`config.mk`:
```
export PLATFORM = sky130hd
export DESIGN_NAME = nps_power_state_manager
export DESIGN_NICKNAME = d
export VERILOG_FILES = /design/src/design/nps_pkg.sv /design/src/design/nps_sync.sv /design/src/design/nps_power_state_manager.sv
export SDC_FILE = /design/constraint.sdc
export NUM_CORES = 1
export LEC_CHECK = 0
export BUFFER_PORTS_ARGS = -buffer_cell sky130_fd_sc_hd__buf_2
export CORE_UTILIZATION = 55
export CTS_CLUSTER_SIZE = 14
export DETAILED_ROUTE_END_ITERATION = 7
export PLACE_DENSITY = 0.78
export SLEW_MARGIN = 15
export SYNTH_ARGS = -nofsm -noshare
export SYNTH_HDL_FRONTEND = slang
export SYNTH_SLANG_ARGS = --single-unit
```
`constraint.sdc`:
```
create_clock -name clk -period 7.4 [get_ports clk]
set_input_delay 1.11 -clock clk [delete_from_list [all_inputs] [get_ports clk]]
set_output_delay 1.11 -clock clk [all_outputs]
set_load 0.05 [all_outputs]
```
`src/design/nps_pkg.sv`:
```
// package of the power state manager: states, modes, timing counts
// assumes a 25 mhz system clock
package nps_pkg;

  // ****************************************
  // power states and modes
  // ****************************************
  typedef enum logic [1:0] {
    NPS_ST_MONITOR,
    NPS_ST_HPD,
    NPS_ST_STANDBY,
    NPS_ST_ACTIVE
  } nps_state_e;

  typedef enum logic [1:0] {
    NPS_FM_IDLE,
    NPS_FM_TARGET,
    NPS_FM_INITIATOR
  } nps_func_e;

  // ****************************************
  // widths, reset values and timing
  // ****************************************
  localparam int NPS_LVL_W = 8;
  localparam logic [NPS_LVL_W-1:0] NPS_CRIT_RST = 8'h40;
  localparam logic [NPS_LVL_W-1:0] NPS_HYST_RST = 8'h08;
  localparam int NPS_CLK_HZ = 25_000_000;
  localparam int NPS_BOOT_US = 100;
  localparam int NPS_BOOT_CYC = (NPS_BOOT_US * (NPS_CLK_HZ / 1_000_000));
  localparam int NPS_CNT_W = 24;
  localparam int NPS_POLL_ACT_CYC = 256;
  localparam int NPS_POLL_SBY_CYC = 1024;

endpackage : nps_pkg

```
`src/design/nps_sync.sv`:
```
// two-flop synchroniser bank for asynchronous pin levels
// assumes one clock domain; first stage read only by the second
`timescale 1ns/1ps
`default_nettype none
module nps_sync #(
  parameter int W = 1
) (
  // clock and reset
  input  wire logic         clk,
  input  wire logic         rst,
  // levels
  input  wire logic [W-1:0] async_in,
  output var  logic [W-1:0] sync_out
);
  logic [W-1:0] meta_ff;

  always_ff @(posedge clk or posedge rst) begin
    if (rst) begin
      meta_ff  <= '0;
      sync_out <= '0;
    end else begin
      meta_ff  <= async_in;
      sync_out <= meta_ff;
    end
  end
endmodule : nps_sync
`default_nettype wire

```
`src/design/nps_power_state_manager.sv`:
```
// power mode and power state manager of the contactless controller
// assumes pins are asynchronous; battery level arrives as a sampled code
`timescale 1ns/1ps
`default_nettype none
// Behaviour
// - system mode is full power only with battery present and power enable high, else power off.
// - power off allows no communication mode; full power allows reader, card and peer modes.
// - monitor is entered when enabled, battery below critical level and power enable high.
// - battery above critical level with power enable low holds hard power down.
// - standby keeps a minimum powered and wakes to active on an enabled wake source.
// - active powers all blocks and runs idle, target or initiator mode.
// - the polling loop cycles autonomously between active and standby.
// - the host selects functional states and may restrict functionality.
// - power enable low forces hard power down and holds it there.
// - host commands reach the block through the nci command decoder port.
// - monitor is left for active only when battery rises above critical level plus hysteresis or monitor is disabled.
// - a dedicated interrupt output with programmable polarity signals data flow.
module nps_power_state_manager
  import nps_pkg::*;
#(
  parameter int BOOT_CYC = nps_pkg::NPS_BOOT_CYC,
  parameter int POLL_ACT = nps_pkg::NPS_POLL_ACT_CYC,
  parameter int POLL_SBY = nps_pkg::NPS_POLL_SBY_CYC
) (
  // clock and reset
  input  wire logic                          clk,
  input  wire logic                          rst,
  // supply pins (asynchronous)
  input  wire logic                          battery_present,
  input  wire logic                          power_enable_pin,
  input  wire logic [nps_pkg::NPS_LVL_W-1:0] battery_level,
  // configuration
  input  wire logic                          monitor_en,
  input  wire logic [nps_pkg::NPS_LVL_W-1:0] crit_level,
  input  wire logic [nps_pkg::NPS_LVL_W-1:0] crit_hyst,
  input  wire logic                          wake_rf_en,
  input  wire logic                          wake_host_en,
  // wake sources (asynchronous)
  input  wire logic                          rf_field_det,
  input  wire logic                          host_if_wake,
  // host commands from nci decoder
  input  wire logic                          cmd_valid,
  output logic                               cmd_ready,
  input  wire nps_pkg::nps_func_e            cmd_func,
  input  wire logic                          cmd_standby,
  input  wire logic                          cmd_poll_en,
  input  wire logic [2:0]                    cmd_allow,
  input  wire logic                          irq_req,
  input  wire logic                          irq_active_high,
  // status and control
  output var  nps_pkg::nps_state_e           state,
  output var  nps_pkg::nps_func_e            func_mode,
  output logic                               full_power,
  output logic                               all_blocks_on,
  output logic                               wake_domain_on,
  output logic                               allow_reader,
  output logic                               allow_card,
  output logic                               allow_p2p,
  output var  logic                          boot_busy,
  output var  logic                          irq_out
);
  import nps_pkg::*;

  // ****************************************
  // pin synchronisers
  // ****************************************
  localparam int SW = 4 + NPS_LVL_W;
  logic [SW-1:0] pin_s;

  // one bank for the whole level bus; the source must hold it steady while it moves
  nps_sync #(.W(SW)) u_sync (
    .clk      (clk),
    .rst      (rst),
    .async_in ({battery_present, power_enable_pin, rf_field_det, host_if_wake, battery_level}),
    .sync_out (pin_s)
  );

  wire logic                 bat_s  = pin_s[SW-1];
  wire logic                 pen_s  = pin_s[SW-2];
  wire logic                 rf_s   = pin_s[SW-3];
  wire logic                 hw_s   = pin_s[SW-4];
  wire logic [NPS_LVL_W-1:0] lvl_s  = pin_s[NPS_LVL_W-1:0];

  // ****************************************
  // decode
  // ****************************************
  // nine-bit exit level so a large hysteresis cannot wrap
  wire logic [NPS_LVL_W:0] exit_sum = {1'b0, crit_level} + {1'b0, crit_hyst};
  wire logic bat_low  = lvl_s < crit_level;
  wire logic bat_ok   = {1'b0, lvl_s} > exit_sum;
  wire logic enter_mon = monitor_en && bat_low && pen_s;
  wire logic wake_hit = (wake_rf_en && rf_s) || (wake_host_en && hw_s);

  nps_state_e nxt_state;
  nps_func_e  nxt_func;
  logic [NPS_CNT_W-1:0] cnt_ff;
  logic [NPS_CNT_W-1:0] nxt_cnt;
  logic                 poll_ff;
  logic [2:0]           allow_ff;
  logic                 irq_ff;

  wire logic cnt_done = (cnt_ff == '0);

  // supply loss outranks every other request, so no command can hold the block up
  wire logic supply_off = !bat_s || !pen_s;
  wire logic cmd_take   = cmd_valid && cmd_ready;
  wire logic poll_wake  = poll_ff && cnt_done;
  // poll standby only from idle, so a running rf exchange is never cut
  wire logic poll_sleep = poll_wake && !boot_busy && (func_mode == NPS_FM_IDLE);
  wire logic boot_start = (state != NPS_ST_ACTIVE) && (state != NPS_ST_STANDBY);
  wire logic boot_hold  = boot_busy && (nxt_cnt != '0);

  // ****************************************
  // helpers
  // ****************************************
  // reload value for the shared down counter
  function automatic logic [NPS_CNT_W-1:0] load_cnt(input int cyc);
    load_cnt = NPS_CNT_W'(cyc);
  endfunction

  // ****************************************
  // state selection
  // ****************************************
  always_comb begin
    nxt_state = state;
    nxt_func  = func_mode;
    nxt_cnt   = cnt_done ? '0 : cnt_ff - 1'b1;
    if (supply_off) begin
      nxt_state = NPS_ST_HPD;
      nxt_func  = NPS_FM_IDLE;
    end else begin
      case (state)
        NPS_ST_HPD: begin
          if (enter_mon) begin
            nxt_state = NPS_ST_MONITOR;
          end else begin
            nxt_state = NPS_ST_ACTIVE;
            nxt_func  = NPS_FM_IDLE;
            nxt_cnt   = load_cnt(BOOT_CYC);
          end
        end
        NPS_ST_MONITOR: begin
          if (!monitor_en || bat_ok) begin
            nxt_state = NPS_ST_ACTIVE;
            nxt_func  = NPS_FM_IDLE;
            nxt_cnt   = load_cnt(BOOT_CYC);
          end
        end
        NPS_ST_STANDBY: begin
          // the standby count doubles as the poll interval
          if (enter_mon) begin
            nxt_state = NPS_ST_MONITOR;
          end else if (wake_hit || poll_wake) begin
            nxt_state = NPS_ST_ACTIVE;
            nxt_cnt   = load_cnt(POLL_ACT);
          end
        end
        NPS_ST_ACTIVE: begin
          // a weak battery wins over host requests
          if (enter_mon) begin
            nxt_state = NPS_ST_MONITOR;
          end else if (cmd_take) begin
            nxt_func = cmd_func;
            if (cmd_standby) begin
              nxt_state = NPS_ST_STANDBY;
              nxt_cnt   = load_cnt(POLL_SBY);
            end
          end else if (poll_sleep) begin
            nxt_state = NPS_ST_STANDBY;
            nxt_cnt   = load_cnt(POLL_SBY);
          end
        end
        default: nxt_state = NPS_ST_HPD;
      endcase
    end
  end

  // ****************************************
  // registers
  // ****************************************
  always_ff @(posedge clk or posedge rst) begin
    if (rst) begin
      state     <= NPS_ST_HPD;
      func_mode <= NPS_FM_IDLE;
      cnt_ff    <= '0;
      boot_busy <= 1'b0;
      poll_ff   <= 1'b0;
      allow_ff  <= 3'h7;
      irq_ff    <= 1'b0;
      irq_out   <= 1'b0;
    end else begin
      state     <= nxt_state;
      func_mode <= nxt_func;
      cnt_ff    <= nxt_cnt;
      // boot ends when the boot count runs out
      boot_busy <= (nxt_state == NPS_ST_ACTIVE) && (boot_start || boot_hold);
      // settings change only on a taken command, never while refused
      if (cmd_take) begin
        poll_ff  <= cmd_poll_en;
        allow_ff <= cmd_allow;
      end
      // polarity applied at the last flop so the pin carries no decode glitch
      irq_ff  <= irq_req && full_power;
      irq_out <= irq_ff ~^ irq_active_high ? 1'b1 : 1'b0;
    end
  end

  // ****************************************
  // outputs
  // ****************************************
  // commands only accepted once boot is over
  assign cmd_ready      = (state == NPS_ST_ACTIVE) && !boot_busy;
  assign full_power     = (state == NPS_ST_ACTIVE) || (state == NPS_ST_STANDBY);
  assign all_blocks_on  = (state == NPS_ST_ACTIVE);
  assign wake_domain_on = full_power;
  // power off forces every permission low whatever the host last set
  assign allow_reader   = full_power && allow_ff[0];
  assign allow_card     = full_power && allow_ff[1];
  assign allow_p2p      = full_power && allow_ff[2];

endmodule : nps_power_state_manager
`default_nettype wire

```
# After elaboration in Yosys (flattened, before gate mapping)
# Cells that the tools add are included.
# op_classes
bitwise	1
n_lt_le_gt_ge	2
addsub	2
muxes	28
eq_ne	10
n_reduce_logical	32
# ops
cell	n
24-bit 2-to-1 mux	10
24-bit one-hot mux with 4 select lines	1
2-bit 2-to-1 mux	14
24-bit zero test	1
24-bit nonzero test	1
24-bit by 1-bit subtractor with 24-bit output, second input constant	1
1-bit logical AND	16
8-bit by 8-bit adder with 9-bit output	1
8-bit by 9-bit > comparator with 1-bit output	1
8-bit less-than comparator	1
2-bit one-hot mux with 4 select lines	1
2-bit == test, second input constant	3
1-bit logical OR	6
3-bit inequality test, second input constant	2
2-bit one-hot mux with 3 select lines	1
5-bit AND reduction	1
1-bit zero test	4
2-bit zero test	2
2-bit inequality test, second input constant	2
4-bit nonzero test	1
3-bit by 1-bit inequality test with 1-bit output, second input constant	1
3-bit by 2-bit inequality test with 1-bit output, second input constant	1
2-bit by 1-bit == test with 1-bit output, second input constant	1
1-bit 2-to-1 mux	1
1-bit XNOR	1
# totals
reg_bits	59
output_inout_bits	13
word_cells	85
input_bits	43

# Logic depth before layout (Yosys ltp)
# logic_depth
ltp_word	13
mapped_depth	18
depth_no_buf	17

# Modules after synthesis
# A second synthesis with hierarchy kept.
# unflattened
hier_cells	347
hier_area_um2	3543.4
# modules_own_cells
module	seq_area_each_um2	n_inst	area_each_um2	cells_each
nps_power_state_manager	880.8	1	2939.1	322
nps_sync	600.6	1	604.3	25

# Worst setup path after synthesis
# OpenSTA, ideal clock, no wires.
# synth_path
path_type	input-to-reg
startpoint	in crit_level[1] (netlist bit)
endpoint	reg boot_busy
slack_ps	2996
setup_time_ps	129
arrival_time_ps	4275
path_buffers	0
required_ps	7271
stages	17
path_cell_list	ha_1 -> a21o_1 -> a21oi_1 -> o21bai_1 -> a21oi_1 -> o21bai_1 -> a21oi_1 -> xor2_1 -> ha_1 -> nand3_1 -> or2_2 -> a31oi_1 -> a21boi_1 -> a211o_1 -> a31oi_1 -> o211ai_1 -> o41a_1
# synth_between
elab_chain_cells	10
word_cells_on_any_way	23
classes_between	add/sub (1); order compare (2); eq/ne (1); mux (12); reduce/logical (7)
# synth_lines
item	line_no	source
from (decl)	nps_power_state_manager.sv:34	input wire logic [nps_pkg::NPS_LVL_W-1:0] crit_level,
8-bit by 8-bit adder with 9-bit output or 8-bit less-than comparator (tied branches)	nps_power_state_manager.sv:88, nps_power_state_manager.sv:89	
8-bit by 9-bit > comparator with 1-bit output or 1-bit logical AND (tied branches)	nps_power_state_manager.sv:90, nps_power_state_manager.sv:91	
1-bit logical OR or 1-bit logical AND (tied branches)	nps_power_state_manager.sv:143, nps_power_state_manager.sv:91	
24-bit 2-to-1 mux, on equally long branches	n/a	
24-bit one-hot mux with 4 select lines	nps_power_state_manager.sv:132	case (state)
24-bit 2-to-1 mux	nps_power_state_manager.sv:128	if (supply_off) begin
24-bit nonzero test	nps_power_state_manager.sv:111	wire logic boot_hold = boot_busy && (nxt_cnt != '0);
1-bit logical AND	nps_power_state_manager.sv:111	
1-bit logical OR	nps_power_state_manager.sv:196	boot_busy <= (nxt_state == NPS_ST_ACTIVE) && (boot_start || boot_hold);
1-bit logical AND (*)	nps_power_state_manager.sv:196	
to (signal assigned)	nps_power_state_manager.sv:196	
to (decl)	nps_power_state_manager.sv:59	output var logic boot_busy,
# Every way passes the cells marked *; elsewhere a longest branch is shown, timed or not.
# A chain may end at the register's enable or synchronous reset.

# Worst setup path in the final report
# Ends and elaborated chain as after synthesis.

==> metrics.md <==
| Metric | Value |
|---|---|
| Worst hold endpoint | `u_sync.sync_out[3]$_DFF_PP0_` |
| Detailed Place HPWL | `5400 um` |
| Synth Warn # | `0` |
| Post-synth ARST share | `100%` |
| Crit path max fanout | `18` |
| Simple-Gate Fraction of Synth Area | `21.0%` |
| First-pass DRT Iterations | `4` |
| Worst setup SP type | `input port` |
| Final worst slack | `2.70 ns` |
| Place WS | `2.37 ns` |
| Worst R2R Start | `state[0]$_DFF_PP1_` |
| Distinct cells, synth | `60` |
| Number of global-route vias before repair | `2661` |
| Overflow after GRT | `0` |
| Min Tclk post-route | `4.70 ns` |
| Tightest Hold Check Type | `flip-flop to flip-flop` |
| GRT Overall Usage | `24.0%` |
| Total of max-cap violations | `0` |
| Commonest register cell after synthesis | `dfrtp_1` |
| Post-synthesis area per instance | `10.2 sq um` |
| Detailed Route Iter0 Violations | `178` |
| H-tree depth | `3` |
| Post-synth EDFFs | `0` |
| Critical path class | `input port to flip-flop` |
| Core footprint | `6060 sq um` |
| Peak VDD IR | `0.187 mV` |
| Site Rows | `28` |
| Max-slew violations | `0` |
| F_max | `213 MHz` |
| Largest family of logic cells by synthesized area | `simple AND/OR/NAND/NOR gates` |
| Hold depth | `0` |
| P per Cell Area | `256 nW/um^2` |
| Synthesized area | `3540 sq um` |
| Pleak | `1.94 nW` |
| Synth Area in Adders | `10.5%` |
| Worst path cell trace | `buf_2 -> ha_1 -> a21o_1 -> a21oi_1 -> o21bai_1 -> a21oi_1 -> o21bai_1 -> a21oi_1 -> xor2_1 -> ha_1 -> nand3_1 -> or2_2 -> a31oi_1 -> a21boi_1 -> a21oi_1 -> a21o_1 -> a31oi_1 -> o41a_1` |
| Register area share after synthesis | `41.9%` |
| CTS Buffer Depth | `2` |
| Die width | `82.2 um` |
| Worst Clk Skew | `0.00668 ns` |
| Most common cell on crit path | `a21oi_1` |
| Die footprint | `6760 sq um` |
| Worst slew pin tran | `0.711 ns` |
| Post-CTS Resized | `0` |
| Post-layout net count | `478` |
| Critical path's slowest cell | `a21o_1` |
| Setup_tns | `0 ns` |
| Slew margin rel. | `52.6%` |
| Die height | `82.2 um` |
| Post-Syn Nets | `418` |
| Initial antenna violation count | `0` |
| Setup crit end kind | `flip-flop` |
| CP top delay family | `compound AO/OA/AOI/OAI gates` |
| Synth Area in Compound Gates | `14.7%` |
| Drc violations | `0` |
| Antenna Nets Post-Route | `0` |
| Mux cell area share after synthesis | `1.56%` |
| Outcome | `finished clean` |
| Clock slew at reported path FFs | `0.06 ns` |
| R2R Setup Slk | `4.19 ns` |
| CTS tree | `done` |
| Tcrit/Tclk final | `63.5%` |
| Root Driver | `clkbuf_8` |
| RSZ-0062 raised after global routing | `no` |
| WP buf/inv | `1` |
| Crit-path max cell delay | `0.53 ns` |
| Clock sinks | `59` |
| Fin. Hold Viols | `0` |
| Gpl congestion | `0.885` |
| R2R cell count | `8` |
| Ports | `56` |
| PortBufs | `55` |
| Synthesized flop and latch total | `59` |
| Avg WL per Cell | `14.7 um` |
| Ant diodes | `0` |
| R2r endpoint | `boot_busy$_DFF_PP0_` |
| Endpoints failing setup | `0` |
| Xor and xnor area share after synthesis | `6.68%` |
| Initial Util | `58.4%` |
| Setup Buffers After CTS | `0` |
| Clock Latency Late Sink | `0.34 ns` |
| Worst Path Required | `7.62 ns` |
| Largest net degree at the start of global routing | `60` |
| Vias | `2691` |
| Cts hold-fix bufs | `0` |
| Drt via density | `5.55` |
| Layout cells sized above 1 | `25.6%` |
| First-pass GRT wire length | `12000 um` |
| Aggregate routed wire length | `7110 um` |
| CTS buffer count | `9` |
| HP Start | `u_sync.meta_ff[3]$_DFF_PP0_` |
| Critical Path AT | `4.92 ns` |
| Area Growth Syn to Fin | `14.2%` |
| Post-Syn Instances | `346` |
==> worst register-to-register path, stage by stage, from the launching register on <==
cell and delay [ns]:
dfstp_2 0.57, ha_1 0.42, nand3b_1 0.37, o21ai_0 0.38, o2bb2ai_2 0.12, a21oi_1 0.17
a21o_1 0.53, a31oi_1 0.11, o41a_1 0.42
==> kinds of logic after synthesis <==
| logic type | count (synthesis) |
|---|---|
| flip-flops | 59 |
| adder cells (fa/ha/maj) | 29 |
| buffers and inverters | 28 |
| multiplexers | 5 |
| XOR/XNOR | 27 |
| AND/OR/NAND/NOR | 124 |
| AO/OA/AOI/OAI | 74 |
==> report_power, final <==
group | switching [mW] | total, mW | internal, mW
registers | 0.0531 | 0.430 | 0.377
clock network | 0.118 | 0.264 | 0.146
logic | 0.196 | 0.340 | 0.144
==> sequential cells by signal, indices dropped and copies added (netlist names), 2 cells and up <==
name	flops
cnt_ff	24
u_sync.meta_ff	12
allow_ff	3
state	2
u_sync.sync_out	12
func_mode	2
==> metal layers <==
layer / vias to the layer above / global-route usage (%) / wire length [um]
met1: 1266 / 30.9 / 3290
li1: 1343 / - / -
met5: - / 0 / 0
met2: 73 / 39.8 / 3440
met4: 0 / 9.12 / 77
met3: 9 / 4.95 / 307
==> how the worst max path moves through the flow <==
| stage | slack, ns | depth (start not counted) | endpoint | start |
|---|---|---|---|---|
| after floorplan | 3.00 | 17 | boot_busy$_DFF_PP0_ | crit_level[1] |
| after global placement | 2.47 | 18 | boot_busy$_DFF_PP0_ | crit_level[1] |
| after detailed placement | 2.37 | 18 | boot_busy$_DFF_PP0_ | crit_level[1] |
| after CTS | 2.73 | 18 | boot_busy$_DFF_PP0_ | crit_level[1] |
| after global routing | 2.26 | 18 | boot_busy$_DFF_PP0_ | crit_level[1] |
| final | 2.70 | 18 | boot_busy$_DFF_PP0_ | crit_level[1] |
==> through the flow <==
stage | hold slack, ns | instances | utilization (%) | instance area (sq um) | power [mW]
finish | 0.340 | 485 | 66.7 | 4040 | 1.03
global route | 0.355 | 485 | 66.7 | 4040 | 1.10
floorplan | 0.331 | 346 | - | 3540 | 0.698
global placement | 0.334 | 470 | 63.7 | 3860 | 0.762
detailed placement | 0.335 | 470 | 63.7 | 3860 | 0.773
CTS | 0.343 | 485 | 66.7 | 4040 | 1.04
==> synth_stat cells (all sizes together) (4+ instances only) <==
master | n | area (sq um)
buf | 5 | 45.0
nand3b | 4 | 30.0
a21oi | 21 | 105
xnor2 | 16 | 140
ha | 28 | 350
nor3 | 12 | 108
nor2 | 39 | 146
mux2 | 4 | 45.0
dfrtp | 55 | 1380
or4 | 4 | 38.8
or2 | 5 | 31.3
a21o | 7 | 52.6
a31oi | 4 | 25.0
nand2 | 20 | 75.1
o21a | 6 | 45.0
o21ai | 9 | 48.8
dfstp | 4 | 105
o211ai | 4 | 30.0
nor4 | 6 | 82.6
and2 | 5 | 31.3
nand3 | 9 | 45.0
nor2b | 5 | 31.3
xor2 | 11 | 96.3
inv | 21 | 78.8
==> cell usage in the layout, fill, tap and decap left out, drive strengths merged, types with 6 or more instances in the layout <==
| cell type | n |
|---|---|
| a21o | 7 |
| nor4 | 6 |
| o21ai | 9 |
| nand2 | 20 |
| dfrtp | 55 |
| xnor2 | 16 |
| nor3 | 12 |
| xor2 | 11 |
| clkbuf | 13 |
| nand3 | 9 |
| nor2 | 39 |
| o21a | 6 |
| inv | 21 |
| a21oi | 21 |
| ha | 28 |
| buf | 56 |
==> layout make-up <==
cell class	count	area, sq um
Timing Repair Buffer	56	283
Multi-Input combinational cell	259	1930
Inverter	21	78.8
Clock inverter	2	10.0
Fill cell	461	2020
Clock buffer	13	169
Sequential cell	59	1480
Tap cell	75	93.8
Note: power is estimated with default switching activity, not from simulation.
